[src/mfpio_regs.vh]
// register map, field layout and reset values of the multi-function pin unit
`ifndef MFPIO_REGS_VH
`define MFPIO_REGS_VH
// printed offsets are not all multiples of four: they are indices
`define MFPIO_IDX_MODE_LO 8'h70
`define MFPIO_IDX_DIR_LO 8'h72
`define MFPIO_IDX_LVL_LO 8'h74
`define MFPIO_IDX_MODE_HI 8'h76
`define MFPIO_IDX_DIR_HI 8'h78
`define MFPIO_IDX_LVL_HI 8'h7a
// byte address is four times the index
`define MFPIO_ADDR_W 10
`define MFPIO_ADDR_MODE_LO 10'h1c0
`define MFPIO_ADDR_DIR_LO 10'h1c8
`define MFPIO_ADDR_LVL_LO 10'h1d0
`define MFPIO_ADDR_MODE_HI 10'h1d8
`define MFPIO_ADDR_DIR_HI 10'h1e0
`define MFPIO_ADDR_LVL_HI 10'h1e8
// reset values
`define MFPIO_RST_MODE_LO 16'h0000
`define MFPIO_RST_DIR_LO 16'hfc0f
`define MFPIO_RST_MODE_HI 16'h0000
`define MFPIO_RST_DIR_HI 16'hffff
`define MFPIO_RST_LVL 16'h0000
// pull polarity per line, one means pull-down
`define MFPIO_PULL_DOWN_MAP 32'h00c00442
// axi responses
`define MFPIO_RESP_OKAY 2'b00
`define MFPIO_RESP_SLVERR 2'b10
`endif

[src/mfpio_unit.v]
// multi-function programmable line unit with axi4-lite register slave
//
// Behaviour
// (RULE_01) There are thirty-two lines, each sharing a pin with a peripheral.
// (RULE_02) Six registers select per pin between programmable line and peripheral.
// (RULE_03) Mode/direction pairs decode 00 normal, 01 pulled input, 10 output, 11 bare input.
// (RULE_04) Each pin is configured independently of all others.
// (RULE_05) Direction one means input; zero means output or normal per mode bit.
// (RULE_06) Upper level register bits 15..0 map to lines 31..16.
// (RULE_07) Lower level register bits 15..0 map to lines 15..0.
// (RULE_08) An output pin drives its level register bit.
// (RULE_09) Reading an input pin's level bit returns the external pin level.
// (RULE_10) After reset lines 4..9 are normal function, all others pulled inputs.
// (RULE_11) The pull is down on lines 1, 6, 10, 22, 23 and up elsewhere.
// (RULE_12) Bit n of lower/upper mode and direction controls line n / n+16.
// (RULE_13) Normal mode connects the peripheral signal and ignores the level bit.
`timescale 1ns/10ps
`include "mfpio_regs.vh"

module mfpio_unit #(
    parameter NUM_LINES = 32
)
(
    // clock and reset
    input wire aclk,
    input wire aresetn,
    // axi4-lite write address
    input wire [`MFPIO_ADDR_W-1:0] s_axi_awaddr,
    input wire s_axi_awvalid,
    output wire s_axi_awready,
    // axi4-lite write data
    input wire [31:0] s_axi_wdata,
    input wire [3:0] s_axi_wstrb,
    input wire s_axi_wvalid,
    output wire s_axi_wready,
    // axi4-lite write response
    output reg [1:0] s_axi_bresp,
    output reg s_axi_bvalid,
    input wire s_axi_bready,
    // axi4-lite read address
    input wire [`MFPIO_ADDR_W-1:0] s_axi_araddr,
    input wire s_axi_arvalid,
    output wire s_axi_arready,
    // axi4-lite read data
    output reg [31:0] s_axi_rdata,
    output reg [1:0] s_axi_rresp,
    output reg s_axi_rvalid,
    input wire s_axi_rready,
    // peripheral side of each shared pin
    input wire [NUM_LINES-1:0] periph_out,
    input wire [NUM_LINES-1:0] periph_oe,
    output wire [NUM_LINES-1:0] periph_in,
    // pad side
    input wire [NUM_LINES-1:0] pad_in,
    output reg [NUM_LINES-1:0] pad_out,
    output reg [NUM_LINES-1:0] pad_oe,
    output reg [NUM_LINES-1:0] pad_pull_en,
    output reg [NUM_LINES-1:0] pad_pull_down
);

// ----------------------------------------------------------------
// configuration registers
// ----------------------------------------------------------------
reg [15:0] mode_lo_q;
reg [15:0] dir_lo_q;
reg [15:0] lvl_lo_q;
reg [15:0] mode_hi_q;
reg [15:0] dir_hi_q;
reg [15:0] lvl_hi_q;
reg [NUM_LINES-1:0] pad_meta_q;
reg [NUM_LINES-1:0] pad_sync_q;
wire [NUM_LINES-1:0] line_function_mode_bits;
wire [NUM_LINES-1:0] line_direction_bits;
wire [NUM_LINES-1:0] line_level_bits;
wire [NUM_LINES-1:0] pull_down_map;

// (RULE_12) low register bits to lines 0..15
assign line_function_mode_bits = {mode_hi_q, mode_lo_q};
assign line_direction_bits = {dir_hi_q, dir_lo_q};
// (RULE_06) upper word maps to lines 31..16
// (RULE_07) lower word maps to lines 15..0
assign line_level_bits = {lvl_hi_q, lvl_lo_q};
assign pull_down_map = `MFPIO_PULL_DOWN_MAP;

// ----------------------------------------------------------------
// pad input synchroniser
// ----------------------------------------------------------------
always @(posedge aclk)
begin
    if (!aresetn)
    begin
        pad_meta_q <= {NUM_LINES{1'b0}};
        pad_sync_q <= {NUM_LINES{1'b0}};
    end
    else
    begin
        pad_meta_q <= pad_in;
        pad_sync_q <= pad_meta_q;
    end
end

// peripheral sees the pad only in normal mode; a programmable line
// presents a quiet zero so peripherals don't react to gpio traffic
// (RULE_13) peripheral input path
assign periph_in = pad_sync_q & ~line_function_mode_bits
    & ~line_direction_bits;

// ----------------------------------------------------------------
// per-pin decode
// ----------------------------------------------------------------
integer i;
always @*
begin
    pad_out = {NUM_LINES{1'b0}};
    pad_oe = {NUM_LINES{1'b0}};
    pad_pull_en = {NUM_LINES{1'b0}};
    pad_pull_down = {NUM_LINES{1'b0}};
    // (RULE_01) thirty-two shared lines
    // (RULE_04) each pin decoded from its own bit pair only
    for (i = 0; i < NUM_LINES; i = i + 1)
    begin
        // (RULE_11) fixed pull polarity
        pad_pull_down[i] = pull_down_map[i];
        // (RULE_03) mode/direction pair decode
        // (RULE_05) direction one is input
        case ({line_function_mode_bits[i], line_direction_bits[i]})
            2'b00:
            begin
                // (RULE_13) peripheral drives the pin
                pad_out[i] = periph_out[i];
                pad_oe[i] = periph_oe[i];
            end
            2'b01:
            begin
                pad_pull_en[i] = 1'b1;
            end
            2'b10:
            begin
                // (RULE_08) output drives level bit
                pad_out[i] = line_level_bits[i];
                pad_oe[i] = 1'b1;
            end
            default:
            begin
                pad_pull_en[i] = 1'b0;
            end
        endcase
    end
end

// read view: inputs show the pin, others the stored level
// (RULE_09) input lines read the pad
wire [NUM_LINES-1:0] level_view;
assign level_view = (line_level_bits & ~line_direction_bits)
    | (pad_sync_q & line_direction_bits);

// ----------------------------------------------------------------
// axi4-lite write channel
// ----------------------------------------------------------------
reg aw_held_q;
reg w_held_q;
reg [`MFPIO_ADDR_W-1:0] awaddr_q;
reg [15:0] wdata_q;
reg [1:0] wstrb_q;
wire do_write;
wire [15:0] wr_mask;
wire [15:0] wr_val;
reg wr_hit;

// address and data taken independently, then written together
assign s_axi_awready = ~aw_held_q & ~s_axi_bvalid;
assign s_axi_wready = ~w_held_q & ~s_axi_bvalid;
assign do_write = aw_held_q & w_held_q & ~s_axi_bvalid;
assign wr_mask = {{8{wstrb_q[1]}}, {8{wstrb_q[0]}}};
assign wr_val = wdata_q;

always @*
begin
    case (awaddr_q & ~`MFPIO_ADDR_W'h3)
        `MFPIO_ADDR_MODE_LO, `MFPIO_ADDR_DIR_LO, `MFPIO_ADDR_LVL_LO,
        `MFPIO_ADDR_MODE_HI, `MFPIO_ADDR_DIR_HI, `MFPIO_ADDR_LVL_HI:
            wr_hit = 1'b1;
        default:
            wr_hit = 1'b0;
    endcase
end

always @(posedge aclk)
begin
    if (!aresetn)
    begin
        aw_held_q <= 1'b0;
        w_held_q <= 1'b0;
        awaddr_q <= {`MFPIO_ADDR_W{1'b0}};
        wdata_q <= 16'h0000;
        wstrb_q <= 2'h0;
        s_axi_bvalid <= 1'b0;
        s_axi_bresp <= `MFPIO_RESP_OKAY;
    end
    else
    begin
        if (s_axi_awvalid && s_axi_awready)
        begin
            aw_held_q <= 1'b1;
            awaddr_q <= s_axi_awaddr;
        end
        if (s_axi_wvalid && s_axi_wready)
        begin
            w_held_q <= 1'b1;
            wdata_q <= s_axi_wdata[15:0];
            wstrb_q <= s_axi_wstrb[1:0];
        end
        if (do_write)
        begin
            aw_held_q <= 1'b0;
            w_held_q <= 1'b0;
            s_axi_bvalid <= 1'b1;
            s_axi_bresp <= wr_hit ? `MFPIO_RESP_OKAY : `MFPIO_RESP_SLVERR;
        end
        else if (s_axi_bvalid && s_axi_bready)
        begin
            s_axi_bvalid <= 1'b0;
        end
    end
end

// ----------------------------------------------------------------
// register storage
// ----------------------------------------------------------------
// (RULE_10) reset: lines 4..9 normal, others pulled inputs
// (RULE_02) six configuration registers steer the pins
always @(posedge aclk)
begin
    if (!aresetn)
    begin
        mode_lo_q <= `MFPIO_RST_MODE_LO;
        dir_lo_q <= `MFPIO_RST_DIR_LO;
        mode_hi_q <= `MFPIO_RST_MODE_HI;
        dir_hi_q <= `MFPIO_RST_DIR_HI;
        lvl_lo_q <= `MFPIO_RST_LVL;
        lvl_hi_q <= `MFPIO_RST_LVL;
    end
    else if (do_write)
    begin
        case (awaddr_q & ~`MFPIO_ADDR_W'h3)
            `MFPIO_ADDR_MODE_LO:
                mode_lo_q <= (mode_lo_q & ~wr_mask) | (wr_val & wr_mask);
            `MFPIO_ADDR_DIR_LO:
                dir_lo_q <= (dir_lo_q & ~wr_mask) | (wr_val & wr_mask);
            `MFPIO_ADDR_LVL_LO:
                lvl_lo_q <= (lvl_lo_q & ~wr_mask) | (wr_val & wr_mask);
            `MFPIO_ADDR_MODE_HI:
                mode_hi_q <= (mode_hi_q & ~wr_mask) | (wr_val & wr_mask);
            `MFPIO_ADDR_DIR_HI:
                dir_hi_q <= (dir_hi_q & ~wr_mask) | (wr_val & wr_mask);
            `MFPIO_ADDR_LVL_HI:
                lvl_hi_q <= (lvl_hi_q & ~wr_mask) | (wr_val & wr_mask);
            default:
                lvl_hi_q <= lvl_hi_q;
        endcase
    end
end

// ----------------------------------------------------------------
// axi4-lite read channel
// ----------------------------------------------------------------
assign s_axi_arready = ~s_axi_rvalid;

always @(posedge aclk)
begin
    if (!aresetn)
    begin
        s_axi_rvalid <= 1'b0;
        s_axi_rdata <= 32'h0000_0000;
        s_axi_rresp <= `MFPIO_RESP_OKAY;
    end
    else if (s_axi_arvalid && s_axi_arready)
    begin
        s_axi_rvalid <= 1'b1;
        s_axi_rresp <= `MFPIO_RESP_OKAY;
        case (s_axi_araddr & ~`MFPIO_ADDR_W'h3)
            `MFPIO_ADDR_MODE_LO:
                s_axi_rdata <= {16'h0000, mode_lo_q};
            `MFPIO_ADDR_DIR_LO:
                s_axi_rdata <= {16'h0000, dir_lo_q};
            `MFPIO_ADDR_LVL_LO:
                s_axi_rdata <= {16'h0000, level_view[15:0]};
            `MFPIO_ADDR_MODE_HI:
                s_axi_rdata <= {16'h0000, mode_hi_q};
            `MFPIO_ADDR_DIR_HI:
                s_axi_rdata <= {16'h0000, dir_hi_q};
            `MFPIO_ADDR_LVL_HI:
                s_axi_rdata <= {16'h0000, level_view[31:16]};
            default:
            begin
                s_axi_rdata <= 32'h0000_0000;
                s_axi_rresp <= `MFPIO_RESP_SLVERR;
            end
        endcase
    end
    else if (s_axi_rvalid && s_axi_rready)
    begin
        s_axi_rvalid <= 1'b0;
    end
end

endmodule // mfpio_unit

[config.mk]
export PLATFORM = sky130hd
export DESIGN_NAME = mfpio_unit
export DESIGN_NICKNAME = d
export VERILOG_FILES = /design/src/mfpio_unit.v
export VERILOG_INCLUDE_DIRS = /design/src
export SDC_FILE = /design/constraint.sdc
export NUM_CORES = 1
export LEC_CHECK = 0
export BUFFER_PORTS_ARGS = -buffer_cell sky130_fd_sc_hd__buf_2
export CAP_MARGIN = 20
export CORE_AREA = 2 2 144 146
export DETAILED_ROUTE_END_ITERATION = 10
export DIE_AREA = 0 0 146 148
export PLACE_DENSITY = 0.79
export SYNTH_ARGS = -nofsm -noshare
export SYNTH_HDL_FRONTEND = slang
export SYNTH_SLANG_ARGS = --single-unit
[constraint.sdc]
create_clock -name aclk -period 1.95 [get_ports aclk]
set_input_delay 0.195 -clock aclk [delete_from_list [all_inputs] [get_ports aclk]]
set_output_delay 0.195 -clock aclk [all_outputs]
set_load 0.1 [all_outputs]
# Yosys cells after proc, flatten, opt, wreduce, memory -nomap -nowiden
# Cells that the tools add are included.
dict set report op_classes {
  eq_ne 76
  n_mux 104
  n_bitwise 30
  reduce_logical 48
}
# cell n
set op_table {}
lappend op_table {{32-bit AND} 4}
lappend op_table {{1-bit one-hot mux with 2 select lines} 64}
lappend op_table {{16-bit AND} 7}
lappend op_table {{8-bit by 7-bit equality test with 1-bit output (second input constant)} 12}
lappend op_table {{16-bit bitwise OR} 6}
lappend op_table {{16-bit one-hot mux with 6 select lines} 1}
lappend op_table {{2-bit by 1-bit equality test with 1-bit output (second input constant)} 32}
lappend op_table {{2-bit equality test (second input constant)} 32}
lappend op_table {{2-bit logical NOT} 32}
lappend op_table {{32-bit NOT} 2}
lappend op_table {{1-bit 2-to-1 mux} 37}
lappend op_table {{32-bit bitwise OR} 1}
lappend op_table {{16-bit NOT} 1}
lappend op_table {{2-bit AND reduction} 6}
lappend op_table {{6-bit OR reduction} 2}
lappend op_table {{1-bit logical AND} 5}
lappend op_table {{1-bit NOT} 5}
lappend op_table {{1-bit AND} 4}
lappend op_table {{2-bit 2-to-1 mux} 2}
lappend op_table {{2-bit nonzero test} 2}
lappend op_table {{2-bit OR reduction} 1}
dict set report word_totals {
  regBits 228
  input_bits 159
  output_inout_bits 201
  elab_cells 276
}

# Logic depth before layout (Yosys ltp)
# Gate-level depths: netlist of the first run.
dict set report depth {
  ltp_word 4
  mapped_depth 7
  depth_no_buf 4
}

# Least setup slack after synthesis of the first run
# No wires, ideal clock.
dict set report synth_timing {
  kind {register to output}
  from {register with a tool-made name}
  to {output port periph_in[6]}
  arrival_ns 2.575
  required_time_ns 1.755
  path_slack_ns -0.820
  stages_incl_launch_ff 2
  path_buffers 0
  path_cell_list {dfxtp_1 nor3b_1}
}
# element line_no
set synth_lines {}
lappend synth_lines {{to (decl)} mfpio_unit.v:52} ;# output wire [NUM_LINES-1:0] periph_in,

==> results.json, run 1 <==
{
  "status": "finished, final reports clean",
  "critPathKind": "register to output pin",
  "cts_buffers": 23,
  "fin_crit_ns": 1.905,
  "critPathRequiredTime_ns": 1.75,
  "nFillCells": 1587,
  "peakVddDrop_v": 0.0005134,
  "dp_hpwl_um": 19170,
  "htree_levels": 1,
  "power_density_nw_per_um2": 770.8,
  "multi_input_area_um2": 5248,
  "end_kind": "output pin",
  "cts_root_buf": "clkbuf_16",
  "die_area_um2": 21610,
  "worstMarginPinSlew_ns": 0.7819,
  "worstReg2RegStart": "s_axi_rvalid",
  "io_pins": 360,
  "regArea_um2": 4167,
  "drv_slew": 0,
  "drt_wl_total_um": 27970,
  "firstDrtPassIters": 5,
  "final_common_cell": "buf_2",
  "area_growth_pct": 32.76,
  "start_util_pct": 48.20,
  "netlist_instances": 1061,
  "wl_per_cell_um": 16.58,
  "drcViolationCount": 0,
  "maxCapViolCount": 0,
  "num_antenna_cells": 0,
  "fin_crit_sh_pct": 97.68,
  "layout-drive-gt1-share_pct": 31.69,
  "clock_path_buffers": 3,
  "nNetsFinal": 1561,
  "crit_fanout": 6,
  "finalSetupTns_ns": 0,
  "seq_area_frac_synth_pct": 43.11,
  "fp.dieW_um": 146,
  "setup_viol": 0,
  "antenna_found_initial": 2,
  "vias": 8599,
  "clock_sinks": 208,
  "grt_pass1_wl_um": 43280,
  "relSlewSlack_pct": 47.88,
  "cts_tree": "yes",
  "cp-start-kind": "register",
  "worst_hold_path_type": "primary input to register",
  "first_iter_violations": 505,
  "insertion_delay_ns": 0.50,
  "max_freq_mhz": 525.0,
  "row_count": 52,
  "ys_ff_latch": 208,
  "fp.coreArea_um2": 20040,
  "hold_viol": 0,
  "post-route-util_pct": 63.99,
  "synth_cell_types": 49,
  "die_h_um": 148,
  "worst-endpoint-arrival_ns": 1.71,
  "track_usage_pct": 24.74,
  "port_buffers": 287,
  "ys_warn_count": 0,
  "final_cell_mix": "buf_2 (280), dfxtp_1 (206), nand2_1 (162)",
  "clkTransAtPathRegs_ns": 0.06,
  "avgSynthCellArea_um2": 9.103,
  "gp_congestion": 0.8090,
  "vias_per_cell": 5.097,
  "clock_skew_ns": 0.01817,
  "r2r_slack_ns": 0.10,
  "grt_start_max_net_pins": 115,
  "hp-start": "s_axi_awaddr[5]",
  "syn_area_um2": 9658,
  "antenna_left": 0,
  "grt-ovfl-total": 0,
  "p_leak_nw": 5.525,
  "first_global_vias": 8198
}
==> logic make-up after synthesis <==
group,count (synthesis),share of synthesized area (%)
other,2,0.07776
buffers and inverters,122,6.983
muxes,136,15.95
and+or+nand+nor,460,24.59
AOI/OAI and AO/OA,133,9.289
DFF,208,43.11
==> critical path: stages, from the launching register on <==
cell	delay (ns)
dfxtp_1	0.55
mux2i_1	0.13
nor2_1	0.10
buf_2	0.43
==> routing by layer <==
metal / vias up / GRT usage (%) / share of wire [%]
li1: 4176 / - / -
met5: - / 0 / 0.025
met1: 4058 / 32.13 / 43
met2: 324 / 43.00 / 49
met4: 2 / 5.971 / 1.9
met3: 39 / 4.383 / 5.9
==> timing repair <==
| action | CTS | global route |
|---|---|---|
| setup endpoints to repair | 2 | 4 |
| resized for setup | 2 | 4 |
| cloned | 0 | 0 |
| setup buffers | 0 | 0 |
| endpoints found under the hold margin | 59 | 0 |
| hold buffers | 61 | 0 |
==> area by class of cell <==
type,instances,area share [%]
clock buffers,35,5.308
clock inverters,5,0.2439
inverters,20,0.5855
multi-input cells,779,40.93
flip-flops and latches,208,32.49
well taps,270,2.635
repair buffers,370,17.81
==> where the power goes <==
part / internal, W / leakage, nW / switching, W
clock: 0.00240 / 0.350 / 0.00167
combinational: 0.000395 / 3.48 / 0.000996
sequential: 0.00436 / 1.70 / 0.0000642
total: 0.00715 / 5.52 / 0.00273
==> path summary, 6_finish.rpt <==
path | endpoint | cells after the start
hold / removal | awaddr_q[5] | 3
hold reg to reg | pad_sync_q[21] | 1
setup / recovery | pad_out[19] | 3
setup reg to reg | s_axi_rdata[12] | 4
==> stage by stage <==
step	hold WS (ns)	setup slack (ns)	instances	total power, W	instance area (um2)
after floorplan	0.3223	-0.1921	1109	0.005571	10070
after global placement	0.4027	0.1094	1586	0.005778	11480
after detailed placement	0.4050	0.07353	1586	0.005794	11480
after CTS	0.00001110	0.04630	1687	0.009961	12810
after global routing	0.03234	-0.01420	1687	0.01021	12820
final	0.01698	0.04525	1687	0.009884	12820
==> synthesized netlist by cell type (all sizes together) <==
master,number,area [um2]
mux2,13,146.4
or4b,1,13.76
o211a,2,20.02
mux2i,110,1101
a2bb2oi,1,8.760
or3,1,11.26
nand4bb,1,27.53
nor4b,1,8.760
nand2b,9,56.30
nand2,162,608.1
nor3b,39,297.8
a221o,3,30.03
clkbuf,38,142.6
or3b,1,8.760
nor2,109,460.4
dfxtp,208,4164
conb,2,7.510
inv,20,75.07
a22oi,3,22.52
o22a,3,26.28
buf,64,456.7
a31oi,1,6.260
o21ai,43,215.2
a21o,11,82.58
nand3b,5,37.54
nand3,6,35.03
nor2b,45,281.5
or4,1,7.510
nor4,1,12.51
a21oi,9,45.04
a21boi,20,150.1
o211ai,27,202.7
and4bb,1,16.27
o311ai,10,87.58
and3b,4,35.03
or2,3,18.77
and2,68,425.4
and3,2,12.51
mux4,13,292.8
(Power assumes the default switching activity.)
==> inputs of run 2 (changes only) <==
--- a/config.mk
+++ b/config.mk
@@ -8,10 +8,12 @@
 export LEC_CHECK = 0
 export BUFFER_PORTS_ARGS = -buffer_cell sky130_fd_sc_hd__buf_2
 export CAP_MARGIN = 20
-export CORE_AREA = 2 2 144 146
+export CELL_PAD_IN_SITES_DETAIL_PLACEMENT = 1
+export CELL_PAD_IN_SITES_GLOBAL_PLACEMENT = 1
+export CORE_AREA = 2 2 167 169
 export DETAILED_ROUTE_END_ITERATION = 10
-export DIE_AREA = 0 0 146 148
-export PLACE_DENSITY = 0.79
+export DIE_AREA = 0 0 169 171
+export PLACE_DENSITY_LB_ADDON = 0.1
 export SYNTH_ARGS = -nofsm -noshare
 export SYNTH_HDL_FRONTEND = slang
 export SYNTH_SLANG_ARGS = --single-unit
==> run 2 against run 1 <==
  * Count of clock-buffer cells in the layout is 1 higher
  * Worst hold slack better by 0.044 ns
  * Total power is 5.0% higher
  * Sequential share of layout area is 0.64 points lower
  * Utilization is 16 points lower
  * Cell count is 5.3% higher
  * Global-route usage is 4.2 points lower
  * Combinational power hardly changed
  * Maximum frequency is 2.0% higher
  * Die area is 34% higher
  * Register-to-register slack better by 0.13 ns
  * Final area is 2.0% higher
  * Largest power group is now clock
==> results.json, run 2 (synthesized netlist as in run 1, its figures left out) <==
{
  "status": "finished, final reports clean",
  "setup_viol": 0,
  "dp_hpwl_um": 22060,
  "p_leak_nw": 5.618,
  "holdWs_ns": 0.06058,
  "row_count": 61,
  "drv_slew": 0,
  "vias": 8504,
  "regArea_um2": 4167,
  "hold_viol": 0,
  "end_kind": "output pin",
  "insertion_delay_ns": 0.52,
  "met3_length_um": 1442,
  "critPathKind": "register to output pin",
  "final_cell_mix": "buf_2 (278), dfxtp_1 (206), nand2_1 (162)",
  "htree_levels": 1,
  "peakVddDrop_v": 0.0004972,
  "drcViolationCount": 0,
  "grt_start_max_net_pins": 92,
  "cts_root_buf": "clkbuf_16",
  "hold_path_end": "pad_meta_q[12]",
  "post-route-util_pct": 47.87,
  "cts_tree": "yes",
  "drt_wl_total_um": 30560,
  "cts_buffers": 24,
  "antenna_found_initial": 1,
  "clock_sinks": 208,
  "firstDrtPassIters": 4,
  "layout-drive-gt1-share_pct": 32.47,
  "clock_path_buffers": 3,
  "clock_skew_ns": 0.01471,
  "worst_hold_path_type": "primary input to register",
  "gp_congestion": 0.7586,
  "first_global_vias": 8393,
  "clkTransAtPathRegs_ns": 0.06,
  "worst-endpoint-arrival_ns": 1.67,
  "port_buffers": 287,
  "finalSetupTns_ns": 0,
  "start_util_pct": 35.35,
  "fp.dieW_um": 169,
  "die_area_um2": 28900,
  "r2r_slack_ns": 0.23,
  "relSlewSlack_pct": 62.80,
  "vias_per_cell": 4.788,
  "nFillCells": 3268,
  "hp-start": "pad_in[12]",
  "fin_crit_ns": 1.868,
  "grt-ovfl-total": 0,
  "die_h_um": 171,
  "crit_fanout": 6,
  "multi_input_area_um2": 5248,
  "final_common_cell": "buf_2",
  "grt_setup_unrepaired": "false",
  "maxCapViolCount": 0,
  "power_density_nw_per_um2": 793.1,
  "worstReg2RegStart": "aw_held_q",
  "io_pins": 360,
  "fp.coreArea_um2": 27320,
  "nNetsFinal": 1571,
  "critPathRequiredTime_ns": 1.75,
  "hold_depth": 2,
  "track_usage_pct": 20.58,
  "antenna_left": 0,
  "area_growth_pct": 35.42,
  "wl_per_cell_um": 17.21,
  "top_layer": "met4",
  "wl_met2_um": 14100,
  "first_iter_violations": 274,
  "worstMarginPinSlew_ns": 0.5502,
  "power_w": 0.01037,
  "grt_pass1_wl_um": 47190,
  "wl_met1_um": 14530,
  "fin_crit_sh_pct": 95.81,
  "max_freq_mhz": 535.3,
  "worst-r2r-cell-count": 5,
  "cp-start-kind": "register"
}
run 2: cell count changes in the layout (fill, tap and decap cells not counted), moves of 2 or more:
cell,previous run,this run
buf_4,20,28
clkbuf_4,4,8
clkbuf_1,6,3
buf_2,280,278
clkbuf_16,23,25
clkbuf_8,6,8
clkinv_2,3,5
run 2: where the power goes:
group | switching (W) | internal [W]
logic | 0.00100 | 0.000397
registers | 0.0000630 | 0.00436
clock network | 0.00179 | 0.00277
run 2: how the worst max path moves through the flow:
stage,startpoint,endpoint,depth (start not counted)
after floorplan,s_axi_bvalid,s_axi_awready,2
after global placement,s_axi_araddr[9],s_axi_rdata[1],6
after detailed placement,aw_held_q,register,5
after CTS,register,pad_oe[25],3
after global routing,register,pad_oe[19],3
final,register,pad_out[31],3
run 2: metal layers:
| layer | track usage (%) | up-vias |
|---|---|---|
| li1 | - | 4187 |
| met3 | 2.915 | 31 |
| met5 | 0 | - |
| met2 | 34.05 | 228 |
| met1 | 28.88 | 4058 |
| met4 | 3.865 | 0 |
run 2: repair_timing:
action                                  4_1_cts  5_1_grt
hold buffers                                 61        0
endpoints found under the hold margin        60        0
gates resized for setup                       0        8
endpoints found under the setup margin        0        8
setup buffers                                 0        0
run 2: critical path, stage by stage (launching register included):
cell     delay [ns]
dfxtp_1        0.50
mux2i_1        0.12
nor2_1         0.10
buf_2          0.44
run 2: layout make-up:
cell class                      count  area share, %
Multi-Input combinational cell    779          40.12
Timing Repair Buffer              379          17.92
Tap cell                          346          3.310
Sequential cell                   208          31.86
Clock inverter                      7         0.4879
Clock buffer                       36          5.711
Inverter                           20         0.5740
Antenna cell                        1        0.01913
run 2: metrics by stage:
stage	cells	cell area (um2)	setup WS (ns)
2_1_floorplan	1109	10070	-0.1921
3_3_place_gp	1671	11630	0.2615
3_5_place_dp	1671	11630	0.2077
4_1_cts	1775	13060	0.0002272
5_1_grt	1776	13080	0.001865
6_report	1776	13080	0.08174
==> inputs of run 3 (changes only) <==
--- a/config.mk
+++ b/config.mk
@@ -10,9 +10,9 @@
 export CAP_MARGIN = 20
 export CELL_PAD_IN_SITES_DETAIL_PLACEMENT = 1
 export CELL_PAD_IN_SITES_GLOBAL_PLACEMENT = 1
-export CORE_AREA = 2 2 167 169
+export CORE_AREA = 2 2 160 177
 export DETAILED_ROUTE_END_ITERATION = 10
-export DIE_AREA = 0 0 169 171
+export DIE_AREA = 0 0 162 179
 export PLACE_DENSITY_LB_ADDON = 0.1
 export SYNTH_ARGS = -nofsm -noshare
 export SYNTH_HDL_FRONTEND = slang
==> run 3 against run 2 <==
  * Maximum frequency is 2.0% lower
  * Count of clock-buffer cells in the layout increased by 2
  * Sequential power about the same
  * Routed wire length rose by 0.65%
  * Register-to-register slack got worse by 0.13 ns
  * First-iteration DRC count rose by 12%
  * Via count is 0.69% higher
  * Total power is 2.4% lower
  * Critical endpoint is now periph_in[19]
==> results.json, run 3 (synthesized netlist as in run 1, its figures left out) <==
{
  "clock_path_buffers": 3,
  "critPathRequiredTime_ns": 1.75,
  "antenna_found_initial": 0,
  "io_pins": 360,
  "hold_viol": 0,
  "multi_input_area_um2": 5248,
  "clkTransAtPathRegs_ns": 0.06,
  "peakVddDrop_v": 0.0005422,
  "crit_fanout": 7,
  "p_leak_nw": 5.609,
  "wl_per_cell_um": 17.20,
  "first_iter_violations": 308,
  "track_usage_pct": 20.63,
  "final_cell_mix": "buf_2 (280), dfxtp_1 (206), nand2_1 (162)",
  "drcViolationCount": 0,
  "clock_sinks": 208,
  "drt_wl_total_um": 30760,
  "wl_met1_um": 14220,
  "cts_buffers": 24,
  "drv_slew": 0,
  "cts_root_buf": "clkbuf_16",
  "relSlewSlack_pct": 64.12,
  "fin_crit_sh_pct": 97.74,
  "layout-drive-gt1-share_pct": 32.26,
  "firstDrtPassIters": 4,
  "cp-start-kind": "register",
  "start_util_pct": 35.27,
  "first_global_vias": 8436,
  "dp.cells": 1690,
  "worst-endpoint-arrival_ns": 1.71,
  "fp.dieW_um": 162,
  "htree_levels": 1,
  "power_density_nw_per_um2": 773.6,
  "grt_setup_unrepaired": "false",
  "gp_congestion": 0.7781,
  "critPathKind": "register to output pin",
  "fin_crit_ns": 1.906,
  "setup_viol": 0,
  "max_freq_mhz": 524.7,
  "nFillCells": 3286,
  "vias": 8563,
  "grt_start_max_net_pins": 113,
  "fp.coreArea_um2": 27390,
  "antenna_left": 0,
  "regArea_um2": 4167,
  "end_kind": "output pin",
  "port_buffers": 287,
  "final_common_cell": "buf_2",
  "nNetsFinal": 1572,
  "post-route-util_pct": 47.78,
  "postCtsSetupBuffers": 0,
  "grt_pass1_wl_um": 47480,
  "worst_hold_path_type": "primary input to register",
  "num_antenna_cells": 0,
  "die_area_um2": 29000,
  "maxCapViolCount": 0,
  "row_count": 64,
  "cts_tree": "yes",
  "wl_met2_um": 14540,
  "top_layer": "met4",
  "clock_skew_ns": 0.01770,
  "die_h_um": 179,
  "vias_per_cell": 4.786,
  "dp_hpwl_um": 21860,
  "final_cells": 1789,
  "insertion_delay_ns": 0.51,
  "grt-ovfl-total": 0,
  "status": "finished, final reports clean",
  "met3_length_um": 1560,
  "worstMarginPinSlew_ns": 0.5419,
  "area_growth_pct": 35.50,
  "hold_depth": 3,
  "worst-r2r-cell-count": 4
}
-- run 3: changes by cell type in the layout (fill, tap and decap cells not counted), sizes merged --
| cell | previous run | this run |
|---|---|---|
| buf | 310 | 315 |
| clkinv | 6 | 1 |
| diode | 1 | 0 |
| bufinv | 1 | 0 |
| clkbuf | 44 | 43 |
| dlygate4sd3 | 61 | 60 |
-- run 3: repair_timing --
item                                   4_1_cts  5_1_grt
endpoints found under the hold margin       59        0
setup endpoints to repair                    2        6
resized for setup                            2        5
hold buffers                                60        0
pin swaps                                    0        1
-- run 3: stage by stage --
step	cell area, um2	total power [W]	hold WS, ns	TNS [ns]	worst slack (ns)
floorplan	10070	0.005571	0.3223	-0.6960	-0.1921
global placement	11720	0.005802	0.4024	0	0.06924
detailed placement	11720	0.005817	0.4055	-0.006019	-0.006019
CTS	13070	0.01023	0.004830	0	0.04526
global route	13090	0.01052	0.02287	0	0.0008786
finish	13090	0.01012	0.01974	0	0.04407
-- run 3: where the power goes --
| group | leakage, nW | total (W) | switching [W] | internal [W] |
|---|---|---|---|---|
| Combinational | 3.54 | 0.00139 | 0.000994 | 0.000398 |
| Clock | 0.369 | 0.00430 | 0.00172 | 0.00258 |
| Sequential | 1.70 | 0.00443 | 0.0000703 | 0.00436 |
-- run 3: layer usage --
metal	GRT usage [%]	vias up
met5	0	-
met4	4.056	0
met3	2.730	33
met2	35.16	227
met1	28.13	4115
li1	-	4188
-- run 3: area by class of cell --
class	instances	share of cell area, %
clock buffer	38	5.689
clock inverter	1	0.03824
inverter	20	0.5737
multi-input combinational	779	40.10
sequential	208	31.84
tap	363	3.471
timing repair buffer	380	18.29
-- run 3: worst max-delay path, cell delays in order, from the launching register on --
cell	delay, ns
dfxtp_1	0.39
nor3b_2	0.32
buf_2	0.49
-- run 3: final timing paths --
check	slack [ns]	endpoint	from
setup / recovery	0.04	periph_in[19]	register
hold reg to reg	0.43	pad_sync_q[28]	pad_meta_q[28]
setup reg to reg	0.10	s_axi_rdata[8]	s_axi_rvalid
hold / removal	0.02	s_axi_rresp[1]	s_axi_araddr[5]
